==> config.mk <==
export PLATFORM = sky130hd
export DESIGN_NAME = usx_top
export DESIGN_NICKNAME = d
export VERILOG_FILES = /design/src/rtl/usx_pkg.sv /design/src/rtl/usx_top.sv
export SDC_FILE = /design/constraint.sdc
export NUM_CORES = 1
export LEC_CHECK = 0
export ABC_CLOCK_PERIOD_IN_PS = 4600
export BUFFER_PORTS_ARGS = -buffer_cell sky130_fd_sc_hd__buf_2
export CELL_PAD_IN_SITES_DETAIL_PLACEMENT = 0
export CELL_PAD_IN_SITES_GLOBAL_PLACEMENT = 1
export CORE_MARGIN = 2
export CORE_UTILIZATION = 53
export DETAILED_ROUTE_END_ITERATION = 8
export GPL_TIMING_DRIVEN = 0
export MAX_ROUTING_LAYER = met4
export PLACE_DENSITY = 0.93
export SYNTH_ARGS = -nofsm -noshare
export SYNTH_HDL_FRONTEND = slang
export SYNTH_SLANG_ARGS = --single-unit
==> constraint.sdc <==
create_clock -name clock -period 4.6 [get_ports clock]
set_input_delay 0.69 -clock clock [delete_from_list [all_inputs] [get_ports clock]]
set_output_delay 0.69 -clock clock [all_outputs]
set_load 0.1 [all_outputs]
==> src/rtl/usx_pkg.sv <==
// Package of constants and types for the serial transmit and receive path
package usx_pkg;

  // ********************************************************
  // Register offsets
  // ********************************************************
  localparam logic [2:0] ADDR_DATA   = 3'h0;
  localparam logic [2:0] ADDR_CTRL_A = 3'h1;
  localparam logic [2:0] ADDR_CTRL_B = 3'h2;
  localparam logic [2:0] ADDR_FMT    = 3'h3;
  localparam logic [2:0] ADDR_BAUD_L = 3'h4;
  localparam logic [2:0] ADDR_BAUD_H = 3'h5;

  // ********************************************************
  // Field positions
  // ********************************************************
  localparam int A_RX_READY  = 7;
  localparam int A_TX_DONE   = 6;
  localparam int A_TX_EMPTY  = 5;
  localparam int A_DOUBLE    = 1;
  localparam int B_DONE_IE   = 6;
  localparam int B_EMPTY_IE  = 5;
  localparam int B_RX_ON     = 4;
  localparam int B_TX_ON     = 3;
  localparam int B_SIZE2     = 2;
  localparam int B_RX_NINTH  = 1;
  localparam int B_TX_NINTH  = 0;
  localparam int F_SYNC      = 6;
  localparam int F_PAR_ON    = 5;
  localparam int F_PAR_ODD   = 4;
  localparam int F_TWO_STOP  = 3;
  localparam int F_SIZE_HI   = 2;
  localparam int F_SIZE_LO   = 1;
  localparam int F_POL       = 0;

  // ********************************************************
  // Reset values and timing counts
  // ********************************************************
  localparam logic [7:0]  RST_CTRL_B = 8'h00;
  localparam logic [7:0]  RST_FMT    = 8'h06;
  localparam logic [11:0] RST_BAUD   = 12'h000;
  localparam logic [3:0]  OSR_NORMAL = 4'hf;
  localparam logic [3:0]  OSR_DOUBLE = 4'h7;
  localparam logic [2:0]  SIZE_NINE  = 3'h7;

  // ********************************************************
  // Types
  // ********************************************************
  typedef struct packed {
    logic       sync;
    logic       par_on;
    logic       par_odd;
    logic       two_stop;
    logic [2:0] char_size_code;
    logic       pol;
  } usx_fmt_s;

  typedef enum logic [2:0] {
    TX_IDLE, TX_START, TX_DATA, TX_PAR, TX_STOP1, TX_STOP2
  } usx_tx_e;

  typedef enum logic [2:0] {
    RX_IDLE, RX_START, RX_DATA, RX_PAR, RX_STOP
  } usx_rx_e;

endpackage

==> src/rtl/usx_top.sv <==
// Serial transmit and receive path, no parity or stop bit checks on receive, with a plain register port
`timescale 1ns/1ps
module usx_top
  import usx_pkg::*;
(
  // Clock and reset
  input  wire logic       clock,
  input  wire logic       rst_b,
  // Register port
  input  wire logic [2:0] reg_addr,
  input  wire logic [7:0] reg_wdata,
  input  wire logic       reg_wr,
  input  wire logic       reg_rd,
  output logic      [7:0] reg_rdata_r,
  // Interrupt service
  input  wire logic       tx_done_serviced,
  output logic            irq_buf_empty_r,
  output logic            irq_tx_done_r,
  // Serial pins
  output logic            txd_out_r,
  output logic            txd_oe_r,
  input  wire logic       rxd_in,
  output logic            rxd_taken_r,
  input  wire logic       ext_serial_clock_pin,
  output logic            ext_clk_taken_r
);

  // ********************************************************
  // Functions
  // ********************************************************
  function automatic logic [3:0] data_bits(input logic [2:0] code);
    unique case (code)
      3'h0:    data_bits = 4'h5;
      3'h1:    data_bits = 4'h6;
      3'h2:    data_bits = 4'h7;
      3'h7:    data_bits = 4'h9;
      default: data_bits = 4'h8;
    endcase
  endfunction

  function automatic logic [8:0] size_mask(input logic [2:0] code);
    logic [3:0] n;
    n = data_bits(code);
    size_mask = 9'h1ff >> (4'h9 - n);
  endfunction

  // ********************************************************
  // Registers
  // ********************************************************
  logic [7:0]  ctrl_b_r;
  logic [7:0]  fmt_r;
  logic [11:0] baud_divisor_r;
  logic        double_speed_bit_r;
  usx_fmt_s    fmt;
  logic        wr_data, wr_ctrl_a, rd_data;
  logic        transmitter_on, receiver_on;

  assign fmt.sync           = fmt_r[F_SYNC];
  assign fmt.par_on         = fmt_r[F_PAR_ON];
  assign fmt.par_odd        = fmt_r[F_PAR_ODD];
  assign fmt.two_stop       = fmt_r[F_TWO_STOP];
  assign fmt.char_size_code = {ctrl_b_r[B_SIZE2], fmt_r[F_SIZE_HI:F_SIZE_LO]};
  assign fmt.pol            = fmt_r[F_POL];
  assign wr_data        = reg_wr && reg_addr == ADDR_DATA;
  assign wr_ctrl_a      = reg_wr && reg_addr == ADDR_CTRL_A;
  assign rd_data        = reg_rd && reg_addr == ADDR_DATA;
  assign transmitter_on = ctrl_b_r[B_TX_ON];
  assign receiver_on    = ctrl_b_r[B_RX_ON];

  always_ff @(posedge clock or negedge rst_b) begin
    if (!rst_b) begin
      ctrl_b_r           <= RST_CTRL_B;
      fmt_r              <= RST_FMT;
      baud_divisor_r     <= RST_BAUD;
      double_speed_bit_r <= 1'b0;
    end else if (reg_wr) begin
      unique case (reg_addr)
        ADDR_CTRL_A: double_speed_bit_r <= reg_wdata[A_DOUBLE];
        ADDR_CTRL_B: ctrl_b_r <= reg_wdata;
        ADDR_FMT:    fmt_r <= reg_wdata;
        ADDR_BAUD_L: baud_divisor_r[7:0] <= reg_wdata;
        ADDR_BAUD_H: baud_divisor_r[11:8] <= reg_wdata[3:0];
        default:     ;
      endcase
    end
  end

  // ********************************************************
  // Pin synchronisers and clock edges
  // ********************************************************
  logic [1:0] rxd_sync_r, xck_sync_r;
  logic       xck_prev_r;
  logic       xck_rise, xck_fall, tx_ext_edge, rx_ext_edge, rxd;

  always_ff @(posedge clock or negedge rst_b) begin
    if (!rst_b) begin
      rxd_sync_r <= 2'h3;
      xck_sync_r <= 2'h0;
      xck_prev_r <= 1'b0;
    end else begin
      rxd_sync_r <= {rxd_sync_r[0], rxd_in};
      xck_sync_r <= {xck_sync_r[0], ext_serial_clock_pin};
      xck_prev_r <= xck_sync_r[1];
    end
  end

  assign rxd         = rxd_sync_r[1];
  assign xck_rise    = xck_sync_r[1] && !xck_prev_r;
  assign xck_fall    = !xck_sync_r[1] && xck_prev_r;
  assign tx_ext_edge = fmt.pol ? xck_fall : xck_rise;
  assign rx_ext_edge = fmt.pol ? xck_rise : xck_fall;

  // ********************************************************
  // Baud divider
  // ********************************************************
  logic [11:0] baud_cnt_r;
  logic        sub_tick;
  logic [3:0]  osr_last;

  assign sub_tick = baud_cnt_r == 12'h000;
  assign osr_last = double_speed_bit_r ? OSR_DOUBLE : OSR_NORMAL;

  always_ff @(posedge clock or negedge rst_b) begin
    if (!rst_b) begin
      baud_cnt_r <= RST_BAUD;
    end else if (sub_tick) begin
      baud_cnt_r <= baud_divisor_r;
    end else begin
      baud_cnt_r <= baud_cnt_r - 12'h001;
    end
  end

  // ********************************************************
  // Transmit buffer and flags
  // ********************************************************
  logic [8:0] tx_buf_r;
  logic       tx_full_r, tx_done_r;
  logic       tx_load, frame_end, done_set;
  usx_tx_e    tx_st_r;
  logic       tx_step;

  always_ff @(posedge clock or negedge rst_b) begin
    if (!rst_b) begin
      tx_buf_r  <= 9'h000;
      tx_full_r <= 1'b0;
    end else if (wr_data) begin
      tx_buf_r  <= {ctrl_b_r[B_TX_NINTH], reg_wdata}
                   & size_mask(fmt.char_size_code);
      tx_full_r <= 1'b1;
    end else if (tx_load) begin
      tx_full_r <= 1'b0;
    end
  end

  assign done_set = frame_end && !tx_full_r;

  always_ff @(posedge clock or negedge rst_b) begin
    if (!rst_b) begin
      tx_done_r <= 1'b0;
    end else if (done_set) begin
      tx_done_r <= 1'b1;
    end else if (tx_done_serviced
                 || (wr_ctrl_a && reg_wdata[A_TX_DONE])) begin
      tx_done_r <= 1'b0;
    end
  end

  always_ff @(posedge clock or negedge rst_b) begin
    if (!rst_b) begin
      irq_buf_empty_r <= 1'b0;
      irq_tx_done_r   <= 1'b0;
    end else begin
      irq_buf_empty_r <= ctrl_b_r[B_EMPTY_IE] && !tx_full_r;
      irq_tx_done_r   <= ctrl_b_r[B_DONE_IE] && tx_done_r;
    end
  end

  // ********************************************************
  // Transmit shifter
  // ********************************************************
  logic [8:0] tx_sh_r;
  logic [3:0] tx_cnt_r, tx_sub_r;
  logic       tx_par_r;

  assign tx_step = fmt.sync ? tx_ext_edge
                 : (sub_tick && tx_sub_r == osr_last);
  assign frame_end = tx_step && ((tx_st_r == TX_STOP2)
                   || (tx_st_r == TX_STOP1 && !fmt.two_stop));
  assign tx_load = tx_full_r && ((tx_st_r == TX_IDLE && transmitter_on)
                   || frame_end);

  always_ff @(posedge clock or negedge rst_b) begin
    if (!rst_b) begin
      tx_sub_r <= 4'h0;
    end else if (tx_load || tx_sub_r == osr_last && sub_tick) begin
      tx_sub_r <= 4'h0;
    end else if (sub_tick) begin
      tx_sub_r <= tx_sub_r + 4'h1;
    end
  end

  always_ff @(posedge clock or negedge rst_b) begin
    if (!rst_b) begin
      tx_st_r   <= TX_IDLE;
      txd_out_r <= 1'b1;
      tx_sh_r   <= 9'h000;
      tx_cnt_r  <= 4'h0;
      tx_par_r  <= 1'b0;
    end else if (tx_load) begin
      tx_st_r   <= TX_START;
      txd_out_r <= 1'b0;
      tx_sh_r   <= tx_buf_r;
      tx_par_r  <= (^tx_buf_r) ^ fmt.par_odd;
    end else if (tx_step) begin
      unique case (tx_st_r)
        TX_IDLE: txd_out_r <= 1'b1;
        TX_START: begin
          tx_st_r   <= TX_DATA;
          txd_out_r <= tx_sh_r[0];
          tx_sh_r   <= tx_sh_r >> 1;
          tx_cnt_r  <= data_bits(fmt.char_size_code);
        end
        TX_DATA: begin
          if (tx_cnt_r == 4'h1 && fmt.par_on) begin
            tx_st_r   <= TX_PAR;
            txd_out_r <= tx_par_r;
          end else if (tx_cnt_r == 4'h1) begin
            tx_st_r   <= TX_STOP1;
            txd_out_r <= 1'b1;
          end else begin
            txd_out_r <= tx_sh_r[0];
            tx_sh_r   <= tx_sh_r >> 1;
            tx_cnt_r  <= tx_cnt_r - 4'h1;
          end
        end
        TX_PAR: begin
          tx_st_r   <= TX_STOP1;
          txd_out_r <= 1'b1;
        end
        TX_STOP1: tx_st_r <= fmt.two_stop ? TX_STOP2 : TX_IDLE;
        TX_STOP2: tx_st_r <= TX_IDLE;
      endcase
    end
  end

  always_ff @(posedge clock or negedge rst_b) begin
    if (!rst_b) begin
      txd_oe_r        <= 1'b0;
      ext_clk_taken_r <= 1'b0;
      rxd_taken_r     <= 1'b0;
    end else begin
      txd_oe_r        <= transmitter_on || tx_st_r != TX_IDLE
                         || tx_load;
      ext_clk_taken_r <= fmt.sync && (transmitter_on || receiver_on
                         || tx_st_r != TX_IDLE);
      rxd_taken_r     <= receiver_on;
    end
  end

  // ********************************************************
  // Receive shifter and buffer
  // ********************************************************
  usx_rx_e    rx_st_r;
  logic [8:0] rx_sh_r, rx_data_r;
  logic [3:0] rx_cnt_r, rx_sub_r, rx_target;
  logic       rx_ready_r, rx_samp, rx_done;

  assign rx_target = rx_st_r == RX_START ? (osr_last >> 1) : osr_last;
  assign rx_samp   = fmt.sync ? rx_ext_edge
                   : (sub_tick && rx_sub_r == rx_target);
  assign rx_done   = receiver_on && rx_samp && rx_st_r == RX_STOP;

  always_ff @(posedge clock or negedge rst_b) begin
    if (!rst_b) begin
      rx_sub_r <= 4'h0;
    end else if (rx_st_r == RX_IDLE || rx_samp) begin
      rx_sub_r <= 4'h0;
    end else if (sub_tick) begin
      rx_sub_r <= rx_sub_r + 4'h1;
    end
  end

  always_ff @(posedge clock or negedge rst_b) begin
    if (!rst_b) begin
      rx_st_r  <= RX_IDLE;
      rx_sh_r  <= 9'h000;
      rx_cnt_r <= 4'h0;
    end else if (!receiver_on) begin
      rx_st_r <= RX_IDLE;
    end else begin
      unique case (rx_st_r)
        RX_IDLE: begin
          rx_cnt_r <= data_bits(fmt.char_size_code);
          rx_sh_r  <= 9'h000;
          if (!rxd && !fmt.sync) begin
            rx_st_r <= RX_START;
          end else if (!rxd && rx_samp) begin
            rx_st_r <= RX_DATA;
          end
        end
        RX_START: if (rx_samp) begin
          rx_st_r <= rxd ? RX_IDLE : RX_DATA;
        end
        RX_DATA: if (rx_samp) begin
          rx_sh_r  <= {rxd, rx_sh_r[8:1]};
          rx_cnt_r <= rx_cnt_r - 4'h1;
          if (rx_cnt_r == 4'h1) begin
            rx_st_r <= fmt.par_on ? RX_PAR : RX_STOP;
          end
        end
        RX_PAR: if (rx_samp) begin
          rx_st_r <= RX_STOP;
        end
        RX_STOP: if (rx_samp) begin
          rx_st_r <= RX_IDLE;
        end
      endcase
    end
  end

  always_ff @(posedge clock or negedge rst_b) begin
    if (!rst_b) begin
      rx_data_r  <= 9'h000;
      rx_ready_r <= 1'b0;
    end else if (!receiver_on) begin
      rx_ready_r <= 1'b0;
    end else if (rx_done) begin
      rx_data_r  <= (rx_sh_r >> (4'h9 - data_bits(fmt.char_size_code)))
                    & size_mask(fmt.char_size_code);
      rx_ready_r <= 1'b1;
    end else if (rd_data) begin
      rx_ready_r <= 1'b0;
    end
  end

  // ********************************************************
  // Read data
  // ********************************************************
  always_ff @(posedge clock or negedge rst_b) begin
    if (!rst_b) begin
      reg_rdata_r <= 8'h00;
    end else if (reg_rd) begin
      unique case (reg_addr)
        ADDR_DATA:   reg_rdata_r <= rx_data_r[7:0];
        ADDR_CTRL_A: reg_rdata_r <= {rx_ready_r, tx_done_r, !tx_full_r,
                                     3'h0, double_speed_bit_r, 1'b0};
        ADDR_CTRL_B: reg_rdata_r <= {ctrl_b_r[7:2], rx_data_r[8],
                                     ctrl_b_r[0]};
        ADDR_FMT:    reg_rdata_r <= fmt_r;
        ADDR_BAUD_L: reg_rdata_r <= baud_divisor_r[7:0];
        ADDR_BAUD_H: reg_rdata_r <= {4'h0, baud_divisor_r[11:8]};
        default:     reg_rdata_r <= 8'h00;
      endcase
    end
  end
endmodule

# --- Word-level counts from Yosys, hierarchy flattened ---
# Index checks and enable logic that the tools add are counted.
classes:
  add_sub_neg: 7
  eq_ne: 34
  shifts: 3
  mux: 57
  n_bitwise: 4
  n_reduce_logical: 66
ops:
  columns: ["op", "count"]
  rows:
  - ["$mux 4", 12]
  - ["$pmux 8 s6", 1]
  - ["$mux 9", 5]
  - ["$mux 3", 14]
  - ["$pmux 9 s2", 2]
  - ["$pmux 3 s5", 2]
  - ["$eq 3x2->1 const B", 7]
  - ["$logic_and 1x1->1", 21]
  - ["$ne 3x3->1 const B", 7]
  - ["$and 9x9->9", 2]
  - ["$eq 3x3->1 const B", 6]
  - ["$shr 9x4->9 const A", 2]
  - ["$pmux 4 s2", 2]
  - ["$pmux 4 s4", 1]
  - ["$mux 1", 15]
  - ["$reduce_and 2->1", 7]
  - ["$reduce_bool 2->1", 7]
  - ["$eq 3x1->1 const B", 4]
  - ["$logic_not 12->1", 1]
  - ["$logic_not 3->1", 4]
  - ["$mux 12", 1]
  - ["$sub 12x1->12 const B", 1]
  - ["$logic_or 1x1->1", 9]
  - ["$reduce_xor 9->1", 1]
  - ["other kinds (23)", 37]
word_totals:
  reg_bits: 122
  input_bits: 18
  out_inout_bits: 14
  elab_cells: 201

# --- Longest topological paths before layout ---
# Gate-level depths: netlist of run 1.
logic_depth:
  depth_word: 12
  depth_mapped: 11
  mapped_depth_nobuf: 9

# --- Worst setup path after synthesis of run 1 ---
# OpenSTA, ideal clock, no wires.
synth_path:
  kind: "reg-to-reg"
  from: "register fmt_r[1]"
  to: "register rx_data_r[1]"
  t_arrival_ns: 2.495
  required_ns: 4.475
  path_slack_ns: 1.980
  path_stages_with_launch: 10
  path_buffers: 2
  synth_period_minus_slack_ns: 2.620
  path_cell_list: "dfstp_2 -> clkbuf_1 -> nand2b_1 -> a21o_1 -> ha_1 -> ha_1 -> clkbuf_1 -> nand2b_1 -> a2bb2o_1 -> mux2_2"
synth_between:
  elab_chain_cells: 7
  elab_cells_between_ends: 11
synth_rtl:
  columns: ["item", "line", "text"]
  rows:
  - ["start, declared", "usx_top.sv:51", "logic [7:0] fmt_r;"]
  - ["start signal, assigned", "usx_top.sv:80", "ADDR_FMT: fmt_r <= reg_wdata;"]
  - ["$eq 3x3->1 (tied with other cells)", "usx_top.sv:32", "unique case (code)"]
  - ["$pmux 4 s4 (*)", "usx_top.sv:32", null]
  - ["$mux 4 (*)", "usx_top.sv:327", "end else if (rx_done) begin"]
  - ["$mux 4 (*)", "usx_top.sv:325", "end else if (!receiver_on) begin"]
  - ["$sub 4x4->4 (*)", "usx_top.sv:44, usx_top.sv:328", null]
  - ["$shr 9x4->9, on equally long branches", "usx_top.sv:328, usx_top.sv:44", null]
  - ["$and 9x9->9 (*)", "usx_top.sv:329", "& size_mask(fmt.char_size_code);"]
  - ["end signal, assigned", "usx_top.sv:328", "rx_data_r <= (rx_sh_r >> (4'h9 - data_bits(fmt.char_size_code)))"]
  - ["end, declared", "usx_top.sv:264", "logic [8:0] rx_sh_r, rx_data_r;"]
# Mark *: on every way between the ends. The rest lies on a longest branch, timed or not. The select of a mux whose other input is x is not followed.
# A chain may end at the register's enable or synchronous reset.

# --- Final worst setup path of run 1 ---
layout_path:
  from: "register fmt_r[2]"
  to: "register rx_data_r[2]"
# The elaborated chain is that of the path after synthesis.

==> results of run 1 <==
==> area by class of cell <==
cell class | instances | area (µm²)
multi-input combinational | 491 | 3440
clock inverter | 7 | 138
fill | 1069 | 4760
inverter | 38 | 143
clock buffer | 25 | 505
sequential | 121 | 3030
buffer | 39 | 153
tap | 172 | 215
timing repair buffer | 31 | 184
==> layout by cell type, fill, tap and decap left out, types with 5 or more instances in the layout <==
master / instances
sky130_fd_sc_hd__a31oi_1: 5
sky130_fd_sc_hd__clkbuf_1: 35
sky130_fd_sc_hd__clkbuf_16: 17
sky130_fd_sc_hd__o21a_1: 6
sky130_fd_sc_hd__or3_1: 5
sky130_fd_sc_hd__xnor2_1: 13
sky130_fd_sc_hd__inv_1: 36
sky130_fd_sc_hd__xor2_1: 7
sky130_fd_sc_hd__nand2_1: 61
sky130_fd_sc_hd__a22o_1: 6
sky130_fd_sc_hd__nor2_1: 48
sky130_fd_sc_hd__o221ai_1: 12
sky130_fd_sc_hd__nor2b_1: 9
sky130_fd_sc_hd__nor3b_1: 8
sky130_fd_sc_hd__nand2b_1: 7
sky130_fd_sc_hd__ha_1: 11
sky130_fd_sc_hd__nand4_1: 5
sky130_fd_sc_hd__o211ai_1: 8
sky130_fd_sc_hd__dfrtp_1: 116
sky130_fd_sc_hd__clkbuf_8: 5
sky130_fd_sc_hd__buf_2: 34
sky130_fd_sc_hd__mux2_2: 44
sky130_fd_sc_hd__nand3b_1: 7
sky130_fd_sc_hd__nor3_1: 11
sky130_fd_sc_hd__nand3_1: 20
sky130_fd_sc_hd__a21oi_1: 22
sky130_fd_sc_hd__a22oi_1: 9
sky130_fd_sc_hd__and2_1: 5
sky130_fd_sc_hd__o21ai_0: 57
sky130_fd_sc_hd__dfstp_2: 5
sky130_fd_sc_hd__mux2i_1: 29
==> routing by layer <==
metal	part of all wire, %	GRT usage, %
met1	45	37.1
met2	48	42.0
met3	5.2	5.82
met4	1.8	8.63
met5	0	-
==> sequential cells by signal (all words and copies together) (netlist names), 2 cells and up <==
name,flops
baud_cnt_r,12
baud_divisor_r,12
ctrl_b_r,7
fmt_r,8
reg_rdata_r,8
rx_cnt_r,4
rx_data_r,9
rx_sh_r,9
rx_st_r,3
rx_sub_r,4
rxd_sync_r,2
tx_buf_r,9
tx_cnt_r,4
tx_sh_r,9
tx_st_r,3
tx_sub_r,4
xck_sync_r,2
==> worst max path at each step <==
stage	to	slack (ns)	cells after the start	from
floorplan	rx_data_r[1]	1.98	9	fmt_r[1]
global placement	rx_data_r[2]	1.17	10	fmt_r[2]
detailed placement	rx_data_r[2]	1.17	10	fmt_r[2]
CTS	rx_data_r[2]	1.16	10	fmt_r[2]
global route	rx_data_r[2]	0.92	10	fmt_r[2]
finish	rx_data_r[2]	1.05	10	fmt_r[2]
==> cells by family (layout without fill, tap and decap cells) <==
kind of cell	count (synthesis)	in the layout	share of synthesized area, %
compound gates	177	177	17.8
xor+xnor	20	20	2.59
fa+ha+maj	11	11	2.03
buf+inv	77	140	4.36
flops	121	121	44.8
mux	74	74	11.9
simple gates	209	209	16.5
==> metrics by stage <==
step	std cells	hold slack (ns)	total power, mW
floorplan	689	0.331	2.82
global placement	891	0.337	3.17
detailed placement	892	0.341	3.24
CTS	924	0.123	4.70
global route	924	0.129	4.97
finish	924	0.121	4.71
==> power groups by stage <==
stage          clock, mW  sequential, mW  combinational, mW
3_5_place_dp           0            1.62               1.62
3_3_place_gp           0            1.60               1.57
4_1_cts             1.46            1.61               1.64
6_report            1.44            1.61               1.65
5_1_grt             1.50            1.65               1.81
2_1_floorplan          0            1.70               1.11
==> worst reg2reg max path, stage by stage (launching register included) <==
cell and delay (ns):
sky130_fd_sc_hd__dfstp_2 0.55, sky130_fd_sc_hd__clkbuf_1 0.37, sky130_fd_sc_hd__inv_2 0.16, sky130_fd_sc_hd__o21ai_0 0.61, sky130_fd_sc_hd__ha_1 0.35, sky130_fd_sc_hd__clkbuf_1 0.20
sky130_fd_sc_hd__or2_2 0.37, sky130_fd_sc_hd__a221oi_1 0.22, sky130_fd_sc_hd__o21ai_0 0.15, sky130_fd_sc_hd__o22ai_1 0.28, sky130_fd_sc_hd__mux2_2 0.22
==> tab_implementation.tex, run 1 <==
\begin{tabular}{lr}
\hline
Metric & Value \\
\hline
\multicolumn{2}{l}{\textbf{Status}} \\
Outcome & finished, final reports clean \\
\multicolumn{2}{l}{\textbf{Clock network}} \\
Clock latency at the later pin of the worst-skew pair & 0.41 ns \\
CTS HTree Levels & 4 \\
CTS sink count & 121 \\
Buffer cell driving the clock tree root & sky130\_fd\_sc\_hd\_\_clkbuf\_16 \\
Number of setup buffers added after CTS & 0 \\
Worst-case clock buffer depth & 2 \\
Number of buffers created by CTS & 17 \\
Hold buffer count at CTS & 0 \\
Clock tree from TritonCTS & done \\
CTS clock-pin slew for the worst setup and hold paths & about 0.050 ns \\
Resized Gates After CTS & 0 \\
\multicolumn{2}{l}{\textbf{Routing}} \\
Drt pass-1 iters & 5 \\
Post-DR vias/cell & 6.08 \\
Routed len/inst & 18.8 µm \\
Total Routed Length & roughly 17000 µm \\
DRC marker count from the first detailed-route iteration & 536 \\
Via count & between 5000 and 6000 \\
Drc violations & 0 \\
Remaining antenna violation count & 0 \\
\multicolumn{2}{l}{\textbf{Setup path}} \\
Critical path data required time & between 4 and 5 ns \\
Critical path startpoint category & flop \\
R2R Path End & rx\_data\_r[2] \\
Family with the most delay on the worst path & compound AO/OA/AOI/OAI gates \\
Number of cell instances on the worst register-to-register path & 10 \\
Kind of end point of the critical path & flop \\
Number of buffer and inverter stages on the critical path & 3 \\
Data arrival time of the critical path & 3.91 ns \\
Crit-path max cell delay & 0.61 ns \\
Cell with the largest stage delay on the worst path & sky130\_fd\_sc\_hd\_\_o21ai\_0 \\
Source of the worst register-to-register timing path & fmt\_r[2] \\
Critical path fanouts, max & 10 \\
Worst reg-to-reg setup slack & roughly 1.0 ns \\
Start-to-end type of the worst setup path & reg2reg \\
Crit-path cells & clkbuf\_1 > inv\_2 > o21ai\_0 > ha\_1 > clkbuf\_1 > or2\_2 > a221oi\_1 > o21ai\_0 > o22ai\_1 > mux2\_2 \\
\multicolumn{2}{l}{\textbf{Cells and area}} \\
Final design area excluding fillers & between 7000 and 8000 µm² \\
Core utilization of the finished layout & 62.1\% \\
Antenna Cells & 0 \\
Relative area change from synthesis to final layout & 15.4\% \\
Layout cells sized above 1 & 16.8\% \\
Net count reported at finish & 768 \\
\multicolumn{2}{l}{\textbf{Yosys}} \\
Share of synthesized flip-flops with an asynchronous set or reset & 100\% \\
Main synth FF type & sky130\_fd\_sc\_hd\_\_dfrtp\_1 \\
Yosys top cell area share & 42.9\% \\
Count of mapped cells out of synthesis & 689 \\
Post-synth cell types & 71 \\
Flops \& latches, synth & 121 \\
Yosys warnings & 0 \\
Netlist area before placement & between 6000 and 7000 µm² \\
Most frequent cell after synthesis & sky130\_fd\_sc\_hd\_\_dfrtp\_1 \\
Cell type with the highest aggregate area in the netlist & sky130\_fd\_sc\_hd\_\_dfrtp\_1 \\
Sequential fraction of the synthesis area & 44.8\% \\
Mean Syn Cell Area & 9.82 µm² \\
Synthesized net count & 718 \\
Top cells by count, synth & sky130\_fd\_sc\_hd\_\_dfrtp\_1 (116), sky130\_fd\_sc\_hd\_\_nand2\_1 (61), sky130\_fd\_sc\_hd\_\_o21ai\_0 (57), sky130\_fd\_sc\_hd\_\_nor2\_1 (48), sky130\_fd\_sc\_hd\_\_mux2\_2 (44) \\
Largest cells by area after synthesis & sky130\_fd\_sc\_hd\_\_dfrtp\_1 (43\%), sky130\_fd\_sc\_hd\_\_mux2\_2 (7.3\%), sky130\_fd\_sc\_hd\_\_mux2i\_1 (4.3\%), sky130\_fd\_sc\_hd\_\_o21ai\_0 (4.2\%), sky130\_fd\_sc\_hd\_\_nand2\_1 (3.4\%) \\
Number of enable flip-flop cells after synthesis & 0 \\
\multicolumn{2}{l}{\textbf{GRT}} \\
GRT Total Usage & 27.5\% \\
Wire length of the first global-routing pass & approximately 28000 µm \\
Vias in the first global route & approximately 5400 \\
Pin count of the biggest net entering global routing & 102 \\
Remaining global-route overflow & 0 \\
Antenna violations before repair & 0 \\
\multicolumn{2}{l}{\textbf{Timing}} \\
Final critical-path required period & 3.55 ns \\
Count of final max-slew check failures & 0 \\
Slew at the pin closest to its max-slew limit & 0.891 ns \\
Layout Skew & 0.00694 ns \\
RSZ-0062 raised after global routing & no \\
Final setup viols & 0 \\
Part of the cycle the worst path needs & 77.3\% \\
Maximum frequency from static timing analysis & 281 MHz \\
Final hold violation count & 0 \\
Worst-case headroom to the max-slew limit & 40.1\% \\
Post-route worst setup slack & 1.05 ns \\
Sum of negative setup slack & 0 ns \\
\multicolumn{2}{l}{\textbf{Floorplanning}} \\
Die Footprint & 13700 µm² \\
Initial core utilization & between 50\% and 60\% \\
Row count & 41 \\
X dimension of the die & 117 µm \\
Number of top-level pins & 32 \\
Core ar. & 12600 µm² \\
Y dimension of the die & 117 µm \\
\multicolumn{2}{l}{\textbf{Power and ir drop}} \\
Max IR drop VDD & 278 µV \\
Net switching component of the power & roughly 1.8 mW \\
Leak pwr & about 3.4 nW \\
Clock network fraction of total power & between 30\% and 40\% \\
Part of the total power dissipated in sequential elements & between 30\% and 40\% \\
Pwr Density & 603 nW/µm² \\
Share of total power consumed by net switching & 37.4\% \\
Internal portion of total power & between 2 and 3 mW \\
Proportion of power drawn by combinational gates & 35.0\% \\
\multicolumn{2}{l}{\textbf{Place}} \\
Weighted congestion at the end of routability-driven global placement & between 0.9 and 1 \\
IO Port Bufs & 30 \\
Worst slack at placement & 1.17 ns \\
Placed wire-length estimate & approximately 12000 µm \\
Placed instance area & a little over 7000 µm² \\
\multicolumn{2}{l}{\textbf{Flow run}} \\
Max-cap violations & 0 \\
\multicolumn{2}{l}{\textbf{Worst hold path}} \\
Type of the worst min-delay path & in2async \\
\hline
\end{tabular}
(Power assumes the default switching activity.)
==> run 2: changes to the inputs <==
ABC_CLOCK_PERIOD_IN_PS = 3200   (was 4600)
CORE_UTILIZATION = 44   (was 53)
PLACE_DENSITY = 0.83   (was 0.93)
clock period = 3.2 ns   (was 4.6 ns; I/O delays follow)
==> run 2 against run 1 <==
Count of clock-buffer cells in the layout decreased by 5. Design area increased by 0.19%. Critical path depth unchanged. Sequential power increased by 44%. Sequential cell count unchanged. Critical path type unchanged. Clock skew decreased by 0.00059 ns. Hold slack improved by 0.045 ns. Highest routed layer unchanged. Fmax increased by 21%. Critical endpoint unchanged. Sequential share of layout area decreased by 0.075 points. Setup slack got worse by 0.78 ns. Non-clock buffer count decreased by 1. Combinational power increased by 42%. Largest power group unchanged.
==> tab_implementation.tex, run 2 (synthesized netlist as in run 1, its figures left out) <==
\begin{tabular}{lr}
\hline
Metric & Value \\
\hline
\multicolumn{2}{l}{\textbf{Cells and area}} \\
Largest registers & baud\_cnt\_r: 12 flops, baud\_divisor\_r: 12 flops \\
Top library cells by usage in the layout, fill and taps aside & sky130\_fd\_sc\_hd\_\_dfrtp\_1 (116), sky130\_fd\_sc\_hd\_\_nand2\_1 (61), sky130\_fd\_sc\_hd\_\_o21ai\_0 (56), sky130\_fd\_sc\_hd\_\_nor2\_1 (48), sky130\_fd\_sc\_hd\_\_mux2\_2 (44) \\
Layout cells sized above 1 & 17.7\% \\
Commonest non-fill, non-tap cell in the layout & sky130\_fd\_sc\_hd\_\_dfrtp\_1 \\
Filler Cells Inserted & 1374 \\
Net count reported at finish & 767 \\
Antenna Cells & 0 \\
Core utilization of the finished layout & between 50\% and 60\% \\
Relative area change from synthesis to final layout & 15.6\% \\
\multicolumn{2}{l}{\textbf{Timing}} \\
Part of the cycle the worst path needs & around nine tenths \\
Final setup viols & 0 \\
Slew at the pin closest to its max-slew limit & approximately 0.9 ns \\
RSZ-0062 raised after global routing & no \\
Maximum frequency from static timing analysis & 341 MHz \\
Final hold slack & 0.166 ns \\
Worst-case headroom to the max-slew limit & 39.2\% \\
Final hold violation count & 0 \\
Layout Skew & 0.00635 ns \\
Count of final max-slew check failures & 0 \\
Final critical-path required period & 2.94 ns \\
\multicolumn{2}{l}{\textbf{Clock network}} \\
Number of buffers created by CTS & 17 \\
CTS HTree Levels & 4 \\
Buffer cell driving the clock tree root & sky130\_fd\_sc\_hd\_\_clkbuf\_16 \\
CTS clock-pin slew for the worst setup and hold paths & roughly 0.060 ns \\
Number of setup buffers added after CTS & 0 \\
Worst-case clock buffer depth & 2 \\
Clock latency at the later pin of the worst-skew pair & approximately 0.42 ns \\
Clock tree from TritonCTS & done \\
CTS sink count & 121 \\
\multicolumn{2}{l}{\textbf{GRT}} \\
GR Util met2 & 36.5\% \\
Antenna violations before repair & 0 \\
Global Route met3 Usage & 4.51\% \\
Global-route met1 utilization & a little under a third \\
Vias in the first global route & 5494 \\
GRT Max-Usage Layer & met2 \\
GRT Total Usage & 23.3\% \\
Remaining global-route overflow & 0 \\
Wire length of the first global-routing pass & 28800 µm \\
Pin count of the biggest net entering global routing & 90 \\
\multicolumn{2}{l}{\textbf{Floorplanning}} \\
Y dimension of the die & 128 µm \\
Die Footprint & between 15000 and 20000 µm² \\
Number of top-level pins & 32 \\
Initial core utilization & between 40 and 50\% \\
X dimension of the die & 128 µm \\
Core ar. & 15100 µm² \\
Row count & 45 \\
\multicolumn{2}{l}{\textbf{Status}} \\
Outcome & finished, final reports clean \\
\multicolumn{2}{l}{\textbf{Setup path}} \\
Cell with the largest stage delay on the worst path & sky130\_fd\_sc\_hd\_\_dfstp\_2 \\
Number of buffer and inverter stages on the critical path & 2 \\
Source of the worst register-to-register timing path & fmt\_r[2] \\
Worst setup startpoint & fmt\_r[2] \\
Data arrival time of the critical path & $\sim$3.3 ns \\
Crit-path max cell delay & 0.56 ns \\
Critical path data required time & 3.56 ns \\
Family with the most delay on the worst path & compound AO/OA/AOI/OAI gates \\
Crit-path cells & clkbuf\_2 > nand2b\_1 > a21o\_1 > ha\_1 > clkbuf\_1 > or2\_2 > a221oi\_1 > o21ai\_0 > o22ai\_2 > mux2\_2 \\
Critical path fanouts, max & 10 \\
Kind of end point of the critical path & flop \\
Critical path startpoint category & flop \\
Start-to-end type of the worst setup path & reg2reg \\
\multicolumn{2}{l}{\textbf{Routing}} \\
Drc violations & 0 \\
Remaining antenna violation count & 0 \\
DRC marker count from the first detailed-route iteration & 499 \\
Drt pass-1 iters & 5 \\
Routed len/inst & $\sim$18 µm \\
Via count & 5561 \\
Total Routed Length & around 17000 µm \\
Post-DR vias/cell & 5.92 \\
\multicolumn{2}{l}{\textbf{Flow run}} \\
Max-cap violations & 0 \\
\multicolumn{2}{l}{\textbf{Power and ir drop}} \\
Net switching component of the power & between 2 and 3 mW \\
Pwr Density & 853 nW/µm² \\
Clock network fraction of total power & 30.0\% \\
Leak pwr & 3.40 nW \\
Internal portion of total power & 4.10 mW \\
Max IR drop VDD & 438 µV \\
Share of total power consumed by net switching & 38.5\% \\
Proportion of power drawn by combinational gates & between 30\% and 40\% \\
Part of the total power dissipated in sequential elements & 34.8\% \\
\multicolumn{2}{l}{\textbf{Worst hold path}} \\
Type of the worst min-delay path & in2reg \\
Launch instance of the worst min-delay path & rxd\_in \\
\multicolumn{2}{l}{\textbf{Place}} \\
Weighted congestion at the end of routability-driven global placement & 0.911 \\
Placed wire-length estimate & 12500 µm \\
IO Port Bufs & 30 \\
\hline
\end{tabular}
-- run 2: cell count changes in the layout (fill, tap and decap cells not counted), sizes merged --
cell and change:
dlygate4sd3 +1, clkinv +1, clkinvlp +2, bufinv -1, clkbuf -7, inv +3
-- run 2: path summary, 6_finish.rpt --
check / endpoint / slack (ns) / cells after the start
setup / recovery: rx_data_r[2] / 0.26 / 10
hold / removal: rxd_sync_r[0] / 0.17 / 1
setup reg to reg: rx_data_r[2] / 0.26 / 10
hold reg to reg: xck_sync_r[1] / 0.35 / 0
max in group asynchronous: fmt_r[1] / 1.93 / 3
min in group asynchronous: ext_clk_taken_r / 0.52 / 2
-- run 2: area by class of cell --
class | count | area, µm² | share of cell area [%]
Buffer | 37 | 148 | 1.89
Clock buffer | 20 | 457 | 5.84
Clock inverter | 12 | 163 | 2.08
Inverter | 38 | 146 | 1.87
Multi-Input combinational cell | 491 | 3450 | 44.1
Sequential cell | 121 | 3030 | 38.8
Tap cell | 188 | 235 | 3.01
Timing Repair Buffer | 32 | 194 | 2.48
-- run 2: routing by layer --
layer	wire [µm]	vias to the layer above
met4	201	0
met2	8190	182
met1	7930	2754
met3	907	22
li1	-	2603
met5	0	-
-- run 2: timing repair --
item / 4_1_cts / 5_1_grt
gates resized for setup: 2 / 6
hold endpoints to repair: 31 / 0
setup endpoints to repair: 7 / 3
hold buffers: 1 / 0
-- run 2: power groups by stage --
stage	logic [mW]	clock network (mW)	registers, mW
global placement	2.27	0	2.31
floorplan	1.60	0	2.45
global route	2.62	2.10	2.38
detailed placement	2.33	0	2.33
CTS	2.35	2.03	2.31
finish	2.35	2.00	2.32
-- run 2: worst reg2reg max path, cell delays in order (launching register included) --
cell and delay, ns:
sky130_fd_sc_hd__dfstp_2 0.56, sky130_fd_sc_hd__clkbuf_2 0.24, sky130_fd_sc_hd__nand2b_1 0.25, sky130_fd_sc_hd__a21o_1 0.22, sky130_fd_sc_hd__ha_1 0.25, sky130_fd_sc_hd__clkbuf_1 0.19, sky130_fd_sc_hd__or2_2 0.38, sky130_fd_sc_hd__a221oi_1 0.25
sky130_fd_sc_hd__o21ai_0 0.17, sky130_fd_sc_hd__o22ai_2 0.18, sky130_fd_sc_hd__mux2_2 0.20
-- run 2: metrics by stage --
stage / instance area [µm²] / power (mW) / worst slack, ns / setup TNS [ns] / cells
after floorplan: 6770 / 4.05 / 0.580 / 0 / 689
after global placement: 7150 / 4.58 / -0.243 / -0.598 / 907
after detailed placement: 7190 / 4.66 / -0.286 / -0.594 / 908
after CTS: 7820 / 6.68 / 0.0402 / 0 / 941
after global routing: 7830 / 7.10 / 0.0209 / 0 / 939
final: 7830 / 6.68 / 0.263 / 0 / 939
